--- config.mk ---
export PLATFORM = sky130hd
export DESIGN_NAME = rtcia_window
export DESIGN_NICKNAME = d
export VERILOG_FILES = /design/src/rtcia_pkg.sv /design/src/rtcia_strobe_timer.sv /design/src/rtcia_window.sv
export VERILOG_INCLUDE_DIRS = /design/src
export SDC_FILE = /design/constraint.sdc
export NUM_CORES = 1
export LEC_CHECK = 0
export BUFFER_PORTS_ARGS = -buffer_cell sky130_fd_sc_hd__buf_4
export CAP_MARGIN = 20
export CORE_UTILIZATION = 40
export DETAILED_ROUTE_END_ITERATION = 12
export PLACE_DENSITY = 0.73
export SYNTH_ARGS = -nofsm -noshare
export SYNTH_HDL_FRONTEND = slang
export SYNTH_SLANG_ARGS = --single-unit
--- constraint.sdc ---
create_clock -name clk -period 1.61 [get_ports clk]
set_clock_uncertainty 0.15 [all_clocks]
set_input_delay 0.0805 -clock clk [delete_from_list [all_inputs] [get_ports clk]]
set_output_delay 0.0805 -clock clk [all_outputs]
set_load 0.005 [all_outputs]
--- src/rtcia_regs.svh ---
// register offsets, key codes, field positions and timing counts of the
// locked indirect-access window; definitions only
`ifndef RTCIA_REGS_SVH
`define RTCIA_REGS_SVH

`define RTCIA_ADR_OFS 8'hAC
`define RTCIA_DAT_OFS 8'hAD
`define RTCIA_KEY_OFS 8'hAE

`define RTCIA_ADR_RST 8'h00
`define RTCIA_DAT_RST 8'h00

`define RTCIA_KEY_FIRST 8'hA5
`define RTCIA_KEY_SECOND 8'hF1

`define RTCIA_CODE_LOCKED 8'h00
`define RTCIA_CODE_WAIT 8'h01
`define RTCIA_CODE_OPEN 8'h02
`define RTCIA_CODE_DEAD 8'h03

`define RTCIA_BIT_BUSY 7
`define RTCIA_BIT_AUTO_READ_ENABLE 6
`define RTCIA_BIT_UNUSED 5
`define RTCIA_BIT_SHORT 4
`define RTCIA_ADDR_MSB 3

`define RTCIA_CAP_FIRST 4'h0
`define RTCIA_CAP_LAST 4'h3
`define RTCIA_ALM_FIRST 4'h8
`define RTCIA_ALM_LAST 4'hB

`define RTCIA_CYC_NORMAL 7
`define RTCIA_CYC_SHORT 6

`endif

--- src/rtcia_pkg.sv ---
// types shared by the indirect-access window
// assumes rtcia_regs.svh supplies the numeric constants
package rtcia_pkg;
    typedef enum logic [1:0] {
        RTCIA_LOCKED,
        RTCIA_WAIT,
        RTCIA_OPEN,
        RTCIA_DEAD
    } rtcia_lock_e;
endpackage

--- src/rtcia_strobe_timer.sv ---
// access strobe timer: measures one indirect transfer in system clocks
// assumes start is a one-cycle pulse that never arrives while running
`timescale 1ns/1ps
`include "rtcia_regs.svh"
module rtcia_strobe_timer #(
    parameter int unsigned CYC_NORMAL = `RTCIA_CYC_NORMAL,
    parameter int unsigned CYC_SHORT = `RTCIA_CYC_SHORT
) (
    input wire logic clk,
    input wire logic rst,
    input wire logic start,
    input wire logic short_en,
    output logic done
);
    logic run_r;
    logic run_nxt;
    logic [3:0] cnt_r;
    logic [3:0] cnt_nxt;

    // done stays combinational so the owner clears busy on the last edge
    assign done = run_r && (cnt_r == 4'h0);

    always_comb begin
        run_nxt = run_r;
        cnt_nxt = cnt_r;
        if (start) begin
            run_nxt = 1'b1;
            cnt_nxt = short_en ? 4'(CYC_SHORT - 1) : 4'(CYC_NORMAL - 1); // [RULE13] [RULE14]
        end else if (done) begin
            run_nxt = 1'b0;
        end else if (run_r) begin
            cnt_nxt = cnt_r - 4'h1;
        end
    end

    always_ff @(posedge clk or posedge rst) begin
        if (rst) begin
            run_r <= 1'b0;
            cnt_r <= 4'h0;
        end else begin
            run_r <= run_nxt;
            cnt_r <= cnt_nxt;
        end
    end
endmodule // rtcia_strobe_timer

--- src/rtcia_window.sv ---
// locked indirect-access window: key, address and data registers on the
// special function register bus, and the strobe side to the clock core
// assumes the bus gives one-cycle rd/wr strobes and that the clock core
// holds rtc_rdata steady for the addressed byte while a read runs
`timescale 1ns/1ps
`include "rtcia_regs.svh"

// Behaviour
// [RULE1] key read shows lock state code
// [RULE2] A5 then F1 unlocks the window
// [RULE3] wrong second key disables until reset
// [RULE4] any key write while unlocked relocks
// [RULE5] disabled state ignores all key writes
// [RULE6] wrong first key or locked access disables
// [RULE7] busy bit shows transfer, writing starts read
// [RULE8] busy holds until transfer completes
// [RULE9] data write while unlocked starts indirect write
// [RULE10] bit 6 enables auto-read
// [RULE11] auto-read: data read launches next read
// [RULE12] bit 5 reads zero, writes ignored
// [RULE13] bit 4 selects short strobe timing
// [RULE14] transfer takes 7 cycles, 6 when short
// [RULE15] low four bits select internal register
// [RULE16] address increments after snapshot or alarm access
// [RULE17] snapshot low, alarm high, others no increment
// [RULE18] data register holds last transferred byte
// [RULE19] software avoids read-modify-write on data
// [RULE20] key read leaves sequence undisturbed
module rtcia_window (
    input wire logic clk,
    input wire logic rst,
    input wire logic [7:0] sfr_addr,
    input wire logic sfr_wr,
    input wire logic sfr_rd,
    input wire logic [7:0] sfr_wdata,
    output logic [7:0] sfr_rdata,
    input wire logic [7:0] rtc_rdata,
    output logic [3:0] rtc_addr,
    output logic [7:0] rtc_wdata,
    output logic rtc_wr,
    output logic rtc_rd,
    output logic [1:0] lock_machine_state
);
    rtcia_pkg::rtcia_lock_e lock_r;
    rtcia_pkg::rtcia_lock_e lock_nxt;
    logic busy_r, busy_nxt;
    logic auto_read_enable_r, auto_read_enable_nxt;
    logic short_r, short_nxt;
    logic [3:0] addr_r, addr_nxt;
    logic [7:0] data_r, data_nxt;
    logic wr_op_r, wr_op_nxt;
    logic [7:0] rdata_r, rdata_nxt;
    logic rtc_wr_r, rtc_wr_nxt;
    logic rtc_rd_r, rtc_rd_nxt;
    logic start;
    logic done;
    logic key_wr, adr_wr, dat_wr, dat_rd;
    logic is_open, is_locked;

    function automatic logic [7:0] lock_code(input rtcia_pkg::rtcia_lock_e s);
        case (s)
            rtcia_pkg::RTCIA_LOCKED: lock_code = `RTCIA_CODE_LOCKED;
            rtcia_pkg::RTCIA_WAIT: lock_code = `RTCIA_CODE_WAIT;
            rtcia_pkg::RTCIA_OPEN: lock_code = `RTCIA_CODE_OPEN;
            default: lock_code = `RTCIA_CODE_DEAD;
        endcase
    endfunction

    function automatic logic auto_inc(input logic [3:0] a);
        auto_inc = (a <= `RTCIA_CAP_LAST) ||
            (a >= `RTCIA_ALM_FIRST && a <= `RTCIA_ALM_LAST); // [RULE17]
    endfunction

    function automatic logic [7:0] adr_view(input logic b, input logic ar,
            input logic sh, input logic [3:0] a);
        adr_view = 8'h00;
        adr_view[`RTCIA_BIT_BUSY] = b;
        adr_view[`RTCIA_BIT_AUTO_READ_ENABLE] = ar;
        adr_view[`RTCIA_BIT_SHORT] = sh;
        adr_view[`RTCIA_ADDR_MSB:0] = a; // [RULE12]
    endfunction

    rtcia_strobe_timer #(
        .CYC_NORMAL(`RTCIA_CYC_NORMAL),
        .CYC_SHORT(`RTCIA_CYC_SHORT)
    ) u_timer (
        .clk(clk),
        .rst(rst),
        .start(start),
        // next value, so one write that sets short and busy already runs short
        .short_en(short_nxt),
        .done(done)
    );

    assign key_wr = sfr_wr && (sfr_addr == `RTCIA_KEY_OFS);
    assign adr_wr = sfr_wr && (sfr_addr == `RTCIA_ADR_OFS);
    assign dat_wr = sfr_wr && (sfr_addr == `RTCIA_DAT_OFS);
    assign dat_rd = sfr_rd && (sfr_addr == `RTCIA_DAT_OFS);
    assign is_open = (lock_r == rtcia_pkg::RTCIA_OPEN);
    assign is_locked = (lock_r == rtcia_pkg::RTCIA_LOCKED) ||
        (lock_r == rtcia_pkg::RTCIA_WAIT);

    always_comb begin
        lock_nxt = lock_r;
        busy_nxt = busy_r;
        auto_read_enable_nxt = auto_read_enable_r;
        short_nxt = short_r;
        addr_nxt = addr_r;
        data_nxt = data_r;
        wr_op_nxt = wr_op_r;
        rdata_nxt = rdata_r;
        rtc_wr_nxt = 1'b0;
        rtc_rd_nxt = 1'b0;
        start = 1'b0;

        if (key_wr) begin
            case (lock_r)
                rtcia_pkg::RTCIA_LOCKED: begin
                    lock_nxt = (sfr_wdata == `RTCIA_KEY_FIRST) ?
                        rtcia_pkg::RTCIA_WAIT : rtcia_pkg::RTCIA_DEAD; // [RULE2] [RULE6]
                end
                rtcia_pkg::RTCIA_WAIT: begin
                    lock_nxt = (sfr_wdata == `RTCIA_KEY_SECOND) ?
                        rtcia_pkg::RTCIA_OPEN : rtcia_pkg::RTCIA_DEAD; // [RULE2] [RULE3]
                end
                rtcia_pkg::RTCIA_OPEN: lock_nxt = rtcia_pkg::RTCIA_LOCKED; // [RULE4]
                rtcia_pkg::RTCIA_DEAD: lock_nxt = rtcia_pkg::RTCIA_DEAD; // [RULE5]
                default: lock_nxt = rtcia_pkg::RTCIA_DEAD;
            endcase
        end

        // an indirect access tried before unlock kills the window until reset
        if (is_locked && ((adr_wr && sfr_wdata[`RTCIA_BIT_BUSY]) || dat_wr)) begin
            lock_nxt = rtcia_pkg::RTCIA_DEAD; // [RULE6]
        end

        // while busy, address and data writes and auto-read launches are dropped [RULE8]
        if (is_open && !busy_r) begin
            if (adr_wr) begin
                auto_read_enable_nxt = sfr_wdata[`RTCIA_BIT_AUTO_READ_ENABLE]; // [RULE10]
                short_nxt = sfr_wdata[`RTCIA_BIT_SHORT]; // [RULE13]
                addr_nxt = sfr_wdata[`RTCIA_ADDR_MSB:0]; // [RULE15]
                if (sfr_wdata[`RTCIA_BIT_BUSY]) begin
                    start = 1'b1; // [RULE7]
                    wr_op_nxt = 1'b0;
                end
            end else if (dat_wr) begin
                data_nxt = sfr_wdata; // [RULE9] [RULE18]
                start = 1'b1;
                wr_op_nxt = 1'b1;
            end else if (dat_rd && auto_read_enable_r) begin
                start = 1'b1; // [RULE11]
                wr_op_nxt = 1'b0;
            end
        end

        if (start) begin
            busy_nxt = 1'b1; // [RULE7] [RULE8]
            rtc_rd_nxt = !wr_op_nxt;
        end

        if (done) begin
            busy_nxt = 1'b0; // [RULE8] [RULE14]
            if (wr_op_r) begin
                rtc_wr_nxt = 1'b1;
            end else begin
                data_nxt = rtc_rdata; // [RULE18]
            end
            if (auto_inc(addr_r)) begin
                addr_nxt = addr_r + 4'h1; // [RULE16]
            end
        end

        // reads never touch the lock machine [RULE20]
        if (sfr_rd) begin
            case (sfr_addr)
                `RTCIA_KEY_OFS: rdata_nxt = lock_code(lock_r); // [RULE1]
                `RTCIA_ADR_OFS: rdata_nxt = is_open ?
                    adr_view(busy_r, auto_read_enable_r, short_r, addr_r) : 8'h00;
                `RTCIA_DAT_OFS: rdata_nxt = is_open ? data_r : 8'h00;
                default: rdata_nxt = 8'h00;
            endcase
        end
    end

    always_ff @(posedge clk or posedge rst) begin
        if (rst) begin
            lock_r <= rtcia_pkg::RTCIA_LOCKED;
            busy_r <= 1'b0;
            auto_read_enable_r <= 1'b0;
            short_r <= 1'b0;
            addr_r <= 4'h0;
            data_r <= `RTCIA_DAT_RST;
            wr_op_r <= 1'b0;
            rdata_r <= 8'h00;
            rtc_wr_r <= 1'b0;
            rtc_rd_r <= 1'b0;
        end else begin
            lock_r <= lock_nxt;
            busy_r <= busy_nxt;
            auto_read_enable_r <= auto_read_enable_nxt;
            short_r <= short_nxt;
            addr_r <= addr_nxt;
            data_r <= data_nxt;
            wr_op_r <= wr_op_nxt;
            rdata_r <= rdata_nxt;
            rtc_wr_r <= rtc_wr_nxt;
            rtc_rd_r <= rtc_rd_nxt;
        end
    end

    assign sfr_rdata = rdata_r;
    assign rtc_addr = addr_r;
    assign rtc_wdata = data_r;
    assign rtc_wr = rtc_wr_r;
    assign rtc_rd = rtc_rd_r;
    assign lock_machine_state = lock_r;

    property p_key_read;
        @(posedge clk) disable iff (rst)
        (sfr_rd && sfr_addr == `RTCIA_KEY_OFS) |=>
            sfr_rdata == lock_code($past(lock_r)) && lock_r == $past(lock_r);
    endproperty
    a_key_read: assert property (p_key_read) else $error("key read wrong"); // [RULE1]

    property p_first_key;
        @(posedge clk) disable iff (rst)
        (key_wr && lock_r == rtcia_pkg::RTCIA_LOCKED && sfr_wdata == `RTCIA_KEY_FIRST) |=>
            lock_r == rtcia_pkg::RTCIA_WAIT;
    endproperty
    a_first_key: assert property (p_first_key) else $error("first key not taken"); // [RULE2]

    property p_bad_second;
        @(posedge clk) disable iff (rst)
        (key_wr && lock_r == rtcia_pkg::RTCIA_WAIT && sfr_wdata != `RTCIA_KEY_SECOND) |=>
            lock_r == rtcia_pkg::RTCIA_DEAD;
    endproperty
    a_bad_second: assert property (p_bad_second) else $error("bad key not fatal"); // [RULE3]

    property p_relock;
        @(posedge clk) disable iff (rst)
        (key_wr && is_open) |=> lock_r == rtcia_pkg::RTCIA_LOCKED;
    endproperty
    a_relock: assert property (p_relock) else $error("no relock"); // [RULE4]

    property p_dead_sticks;
        @(posedge clk) disable iff (rst)
        lock_r == rtcia_pkg::RTCIA_DEAD |=> lock_r == rtcia_pkg::RTCIA_DEAD;
    endproperty
    a_dead_sticks: assert property (p_dead_sticks) else $error("left disabled"); // [RULE5]

    property p_locked_access;
        @(posedge clk) disable iff (rst)
        (is_locked && dat_wr) |=> lock_r == rtcia_pkg::RTCIA_DEAD && !busy_r;
    endproperty
    a_locked_access: assert property (p_locked_access) else $error("locked access"); // [RULE6]

    property p_len_normal;
        @(posedge clk) disable iff (rst)
        (start && !short_nxt) |=> busy_r [*7] ##1 !busy_r;
    endproperty
    a_len_normal: assert property (p_len_normal) else $error("normal length"); // [RULE14]

    property p_len_short;
        @(posedge clk) disable iff (rst)
        (start && short_nxt) |=> busy_r [*6] ##1 !busy_r;
    endproperty
    a_len_short: assert property (p_len_short) else $error("short length"); // [RULE14]

    property p_autoinc;
        @(posedge clk) disable iff (rst)
        done |=> addr_r == (auto_inc($past(addr_r)) ? $past(addr_r) + 4'h1 : $past(addr_r));
    endproperty
    a_autoinc: assert property (p_autoinc) else $error("address step"); // [RULE16]

    property p_read_data;
        @(posedge clk) disable iff (rst)
        (done && !wr_op_r) |=> data_r == $past(rtc_rdata);
    endproperty
    a_read_data: assert property (p_read_data) else $error("read data lost"); // [RULE18]

    property p_autoread;
        @(posedge clk) disable iff (rst)
        (dat_rd && auto_read_enable_r && is_open && !busy_r && !sfr_wr) |=> busy_r && rtc_rd;
    endproperty
    a_autoread: assert property (p_autoread) else $error("autoread missing"); // [RULE11]

    property p_unused_bit;
        @(posedge clk) disable iff (rst)
        (sfr_rd && sfr_addr == `RTCIA_ADR_OFS) |=> !sfr_rdata[`RTCIA_BIT_UNUSED];
    endproperty
    a_unused_bit: assert property (p_unused_bit) else $error("bit 5 set"); // [RULE12]
endmodule // rtcia_window

==> flow_metrics.py <==
metrics = {
    "worst_setup_path": {
        "critPathKind": "reg -> reg",
        "crit_end": "u_timer.cnt_r[1]$_DFFE_PP0P_",
        "worst-r2r-setup-slack_ps": -40,
        "cp-end-kind": "register",
        "crit_path_start_kind": "register",
        "cp_max_fo": 3,
        "cp.arrival_ps": 1670,
        "crit_start": "u_timer.cnt_r[1]$_DFFE_PP0P_",
        "reg2regPathDepth": 6,
        "cp.required_ps": 1630,
        "reg2reg_from": "u_timer.cnt_r[1]$_DFFE_PP0P_",
        "rr_endpoint": "u_timer.cnt_r[1]$_DFFE_PP0P_",
    },
    "flow_run": {
        "maxCapViolCount": 0,
    },
    "floorplanning": {
        "row_count": 23,
        "fp.dieH_um": 68.6,
        "core_area_um2": 4120,
        "dieArea_um2": 4700,
        "num_io_pins": 52,
        "die_w_um": 68.6,
        "start_util_pct": 43.1,
    },
    "synthesis": {
        "synthCells": 183,
        "synth-seq-cells": 33,
        "ys.flop_type": "dfrtp_1",
        "yosys_warnings": 0,
        "synth_most_common_cell": "dfrtp_1",
        "synth_area_um2": 1770,
        "synth_cell_type_count": 41,
        "synth_nets": 214,
        "netlist_top_cells_area": "dfrtp_1, mux2i_1, nand2_1, a31oi_1, nand3_1",
        "syn_area_per_cell_um2": 9.68,
        "yosysSeqAreaShare_pct": 46.6,
        "synth_edf_count": 0,
        "yosysTopAreaCell": "dfrtp_1",
        "synthTopCellsByCount": "dfrtp_1, nand2_1, nand3_1",
        "async_flop_share_pct": 100,
        "netlist.area_leader.share_pct": 46.6,
    },
    "clocking": {
        "cts_tree": "done",
        "cts.sinks": 33,
        "numCtsBuffers": 5,
        "insertion_delay_ps": 290,
        "clockRootBuffer": "clkbuf_8",
        "clk_pin_slew_ps": 70,
        "cts_max_level": 2,
        "cts_max_path_buffers": 2,
    },
    "place": {
        "dpl_worst_slack_ps": -40.9,
        "gp_congestion": 0.837,
        "dp_cells": 300,
        "port_buffers": 51,
        "dp_hpwl_mm": 3.62,
    },
    "global_route": {
        "grt_pass1_vias": 1688,
        "grt_pass1_wl_mm": 8.06,
        "overflow": 0,
        "grt_start_max_net_pins": 34,
        "grt_usage_pct": 23.7,
        "grt_antenna_before_repair": 0,
    },
    "sta": {
        "fin_crit_ps": 1650,
        "finalHoldViolations": 0,
        "worstMarginPinSlew_ps": 426,
        "rsz0062_at_grt": "yes",
        "final-setup-viol-count": 1,
        "max_freq_mhz": 606,
        "maxSlewViolCount": 0,
        "max_slew_margin_pct": 71.6,
        "setup_slack_ps": -38.9,
        "fin_setup_tns_ps": -38.9,
        "fin_crit_sh_pct": 102,
    },
    "pwr": {
        "p_leak_uw": 0.00130,
        "peakVddDrop_v": 0.000501,
        "powerDensity_nw_per_um2": 1030,
    },
    "detailed_routing": {
        "drcViolationCount": 0,
        "wl_per_cell_um": 15.4,
        "drt_iter0_drc": 91,
        "ant_nets": 0,
        "totalWireLength_mm": 5.06,
        "vias": 1763,
        "vias_per_cell": 5.38,
        "drt_first_pass_iters": 4,
    },
    "finish": {
        "drive_above_1_share_pct": 37.1,
        "fin_cells": 328,
        "fin_nets": 310,
        "diodes": 0,
        "register_area_um2": 828,
        "area.growth.synth_to_final_pct": 54.2,
        "multi_input_area_um2": 935,
        "fillerInstances": 319,
    },
    "min_path": {
        "hp-class": "in -> reg",
        "hold_path.startpoint": "sfr_rd",
    },
    "status": {
        "violations": "negative setup slack",
        "status": "complete, but fails checks",
    },
}
==> sequential cells by signal, summed over array words and instances (netlist names), 2 cells and up <==
register / flops
sfr_rdata: 8
rtc_wdata: 8
u_timer.cnt_r: 4
lock_machine_state: 2
rtc_addr: 4
==> cell families (layout without fill, tap and decap cells) <==
kind of cell / Yosys count / count (layout) / share of synthesized area, %
xor gates and xnor gates: 3 / 3 / 1.48
DFF: 33 / 33 / 46.6
AOI/OAI and AO/OA: 33 / 33 / 12.4
muxes: 13 / 13 / 7.77
adders and majority gates: 3 / 3 / 2.12
and+or+nand+nor: 80 / 80 / 25.5
buffers and inverters: 18 / 113 / 4.10
==> per-stage QoR <==
stage / instance area, um^2 / utilization [%] / hold WS [ps] / power, uW
after CTS: 2680 / 65.2 / 29.8 / 2800
final: 2730 / 66.4 / 20.8 / 2810
after global placement: 2410 / 58.5 / 50.2 / 2150
after floorplan: 1810 / - / 48.0 / 1690
after detailed placement: 2410 / 58.5 / 52.3 / 2180
after global routing: 2730 / 66.4 / 67.2 / 3000
==> worst min path at each step <==
stage | endpoint | depth (start not counted)
detailed placement | sfr_rdata[7]$_DFFE_PP0P_ | 3
floorplan | lock_machine_state[0]$_DFFE_PP0P_ | 1
CTS | sfr_rdata[1]$_DFFE_PP0P_ | 4
finish | sfr_rdata[1]$_DFFE_PP0P_ | 4
global route | busy_r$_DFFE_PP0P_ | 4
global placement | sfr_rdata[7]$_DFFE_PP0P_ | 3
==> cell usage in the layout, fill, tap and decap left out, drive strengths merged, types with 3 or more instances in the layout <==
cell / synthesis / final
o21ai: 6 / 6
dfrtp: 33 / 33
clkbuf: 3 / 5
nand4: 3 / 3
nor2b: 4 / 4
dlygate4sd3: 0 / 19
a21oi: 3 / 3
buf: 3 / 76
o22ai: 6 / 6
inv: 12 / 12
nand2b: 5 / 5
nand3: 13 / 13
ha: 3 / 3
mux2: 3 / 3
a41oi: 3 / 3
nor2: 14 / 14
a31oi: 11 / 11
mux2i: 10 / 10
nand2: 21 / 21
nor3: 5 / 5
==> per-layer routing <==
| metal | wire length, um | global-route usage, % |
|---|---|---|
| met4 | 99 | 7.03 |
| met1 | 2270 | 30.4 |
| met3 | 251 | 5.59 |
| met2 | 2430 | 39.5 |
| met5 | 0 | 0 |
==> critical path, stage by stage, from the launching register on <==
cell and delay (ps):
dfrtp_1 380, inv_2 80, ha_4 120, or3b_4 390
nand2_4 80, mux2i_1 70, mux2_4 250
==> power by group <==
group          internal, uW  total (uW)  switching [uW]
logic                   599        1030             436
clock network           284         580             296
registers              1020        1190             169
total                  1910        2810             901
==> layout make-up <==
type	count	share of cell area (%)
clock buffers	5	2.52
inverters	12	1.65
clock inverters	1	0.183
flip-flops and latches	33	30.3
well taps	50	2.29
repair buffers	95	28.8
multi-input cells	132	34.2
==> repair_timing <==
item,in CTS,in global routing
pin swaps,1,4
buffers inserted,1,2
resized for setup,1,10
setup endpoints to repair,3,16
endpoints found under the hold margin,55,0
hold buffers,19,0
Note: power is estimated with default switching activity, not from simulation.
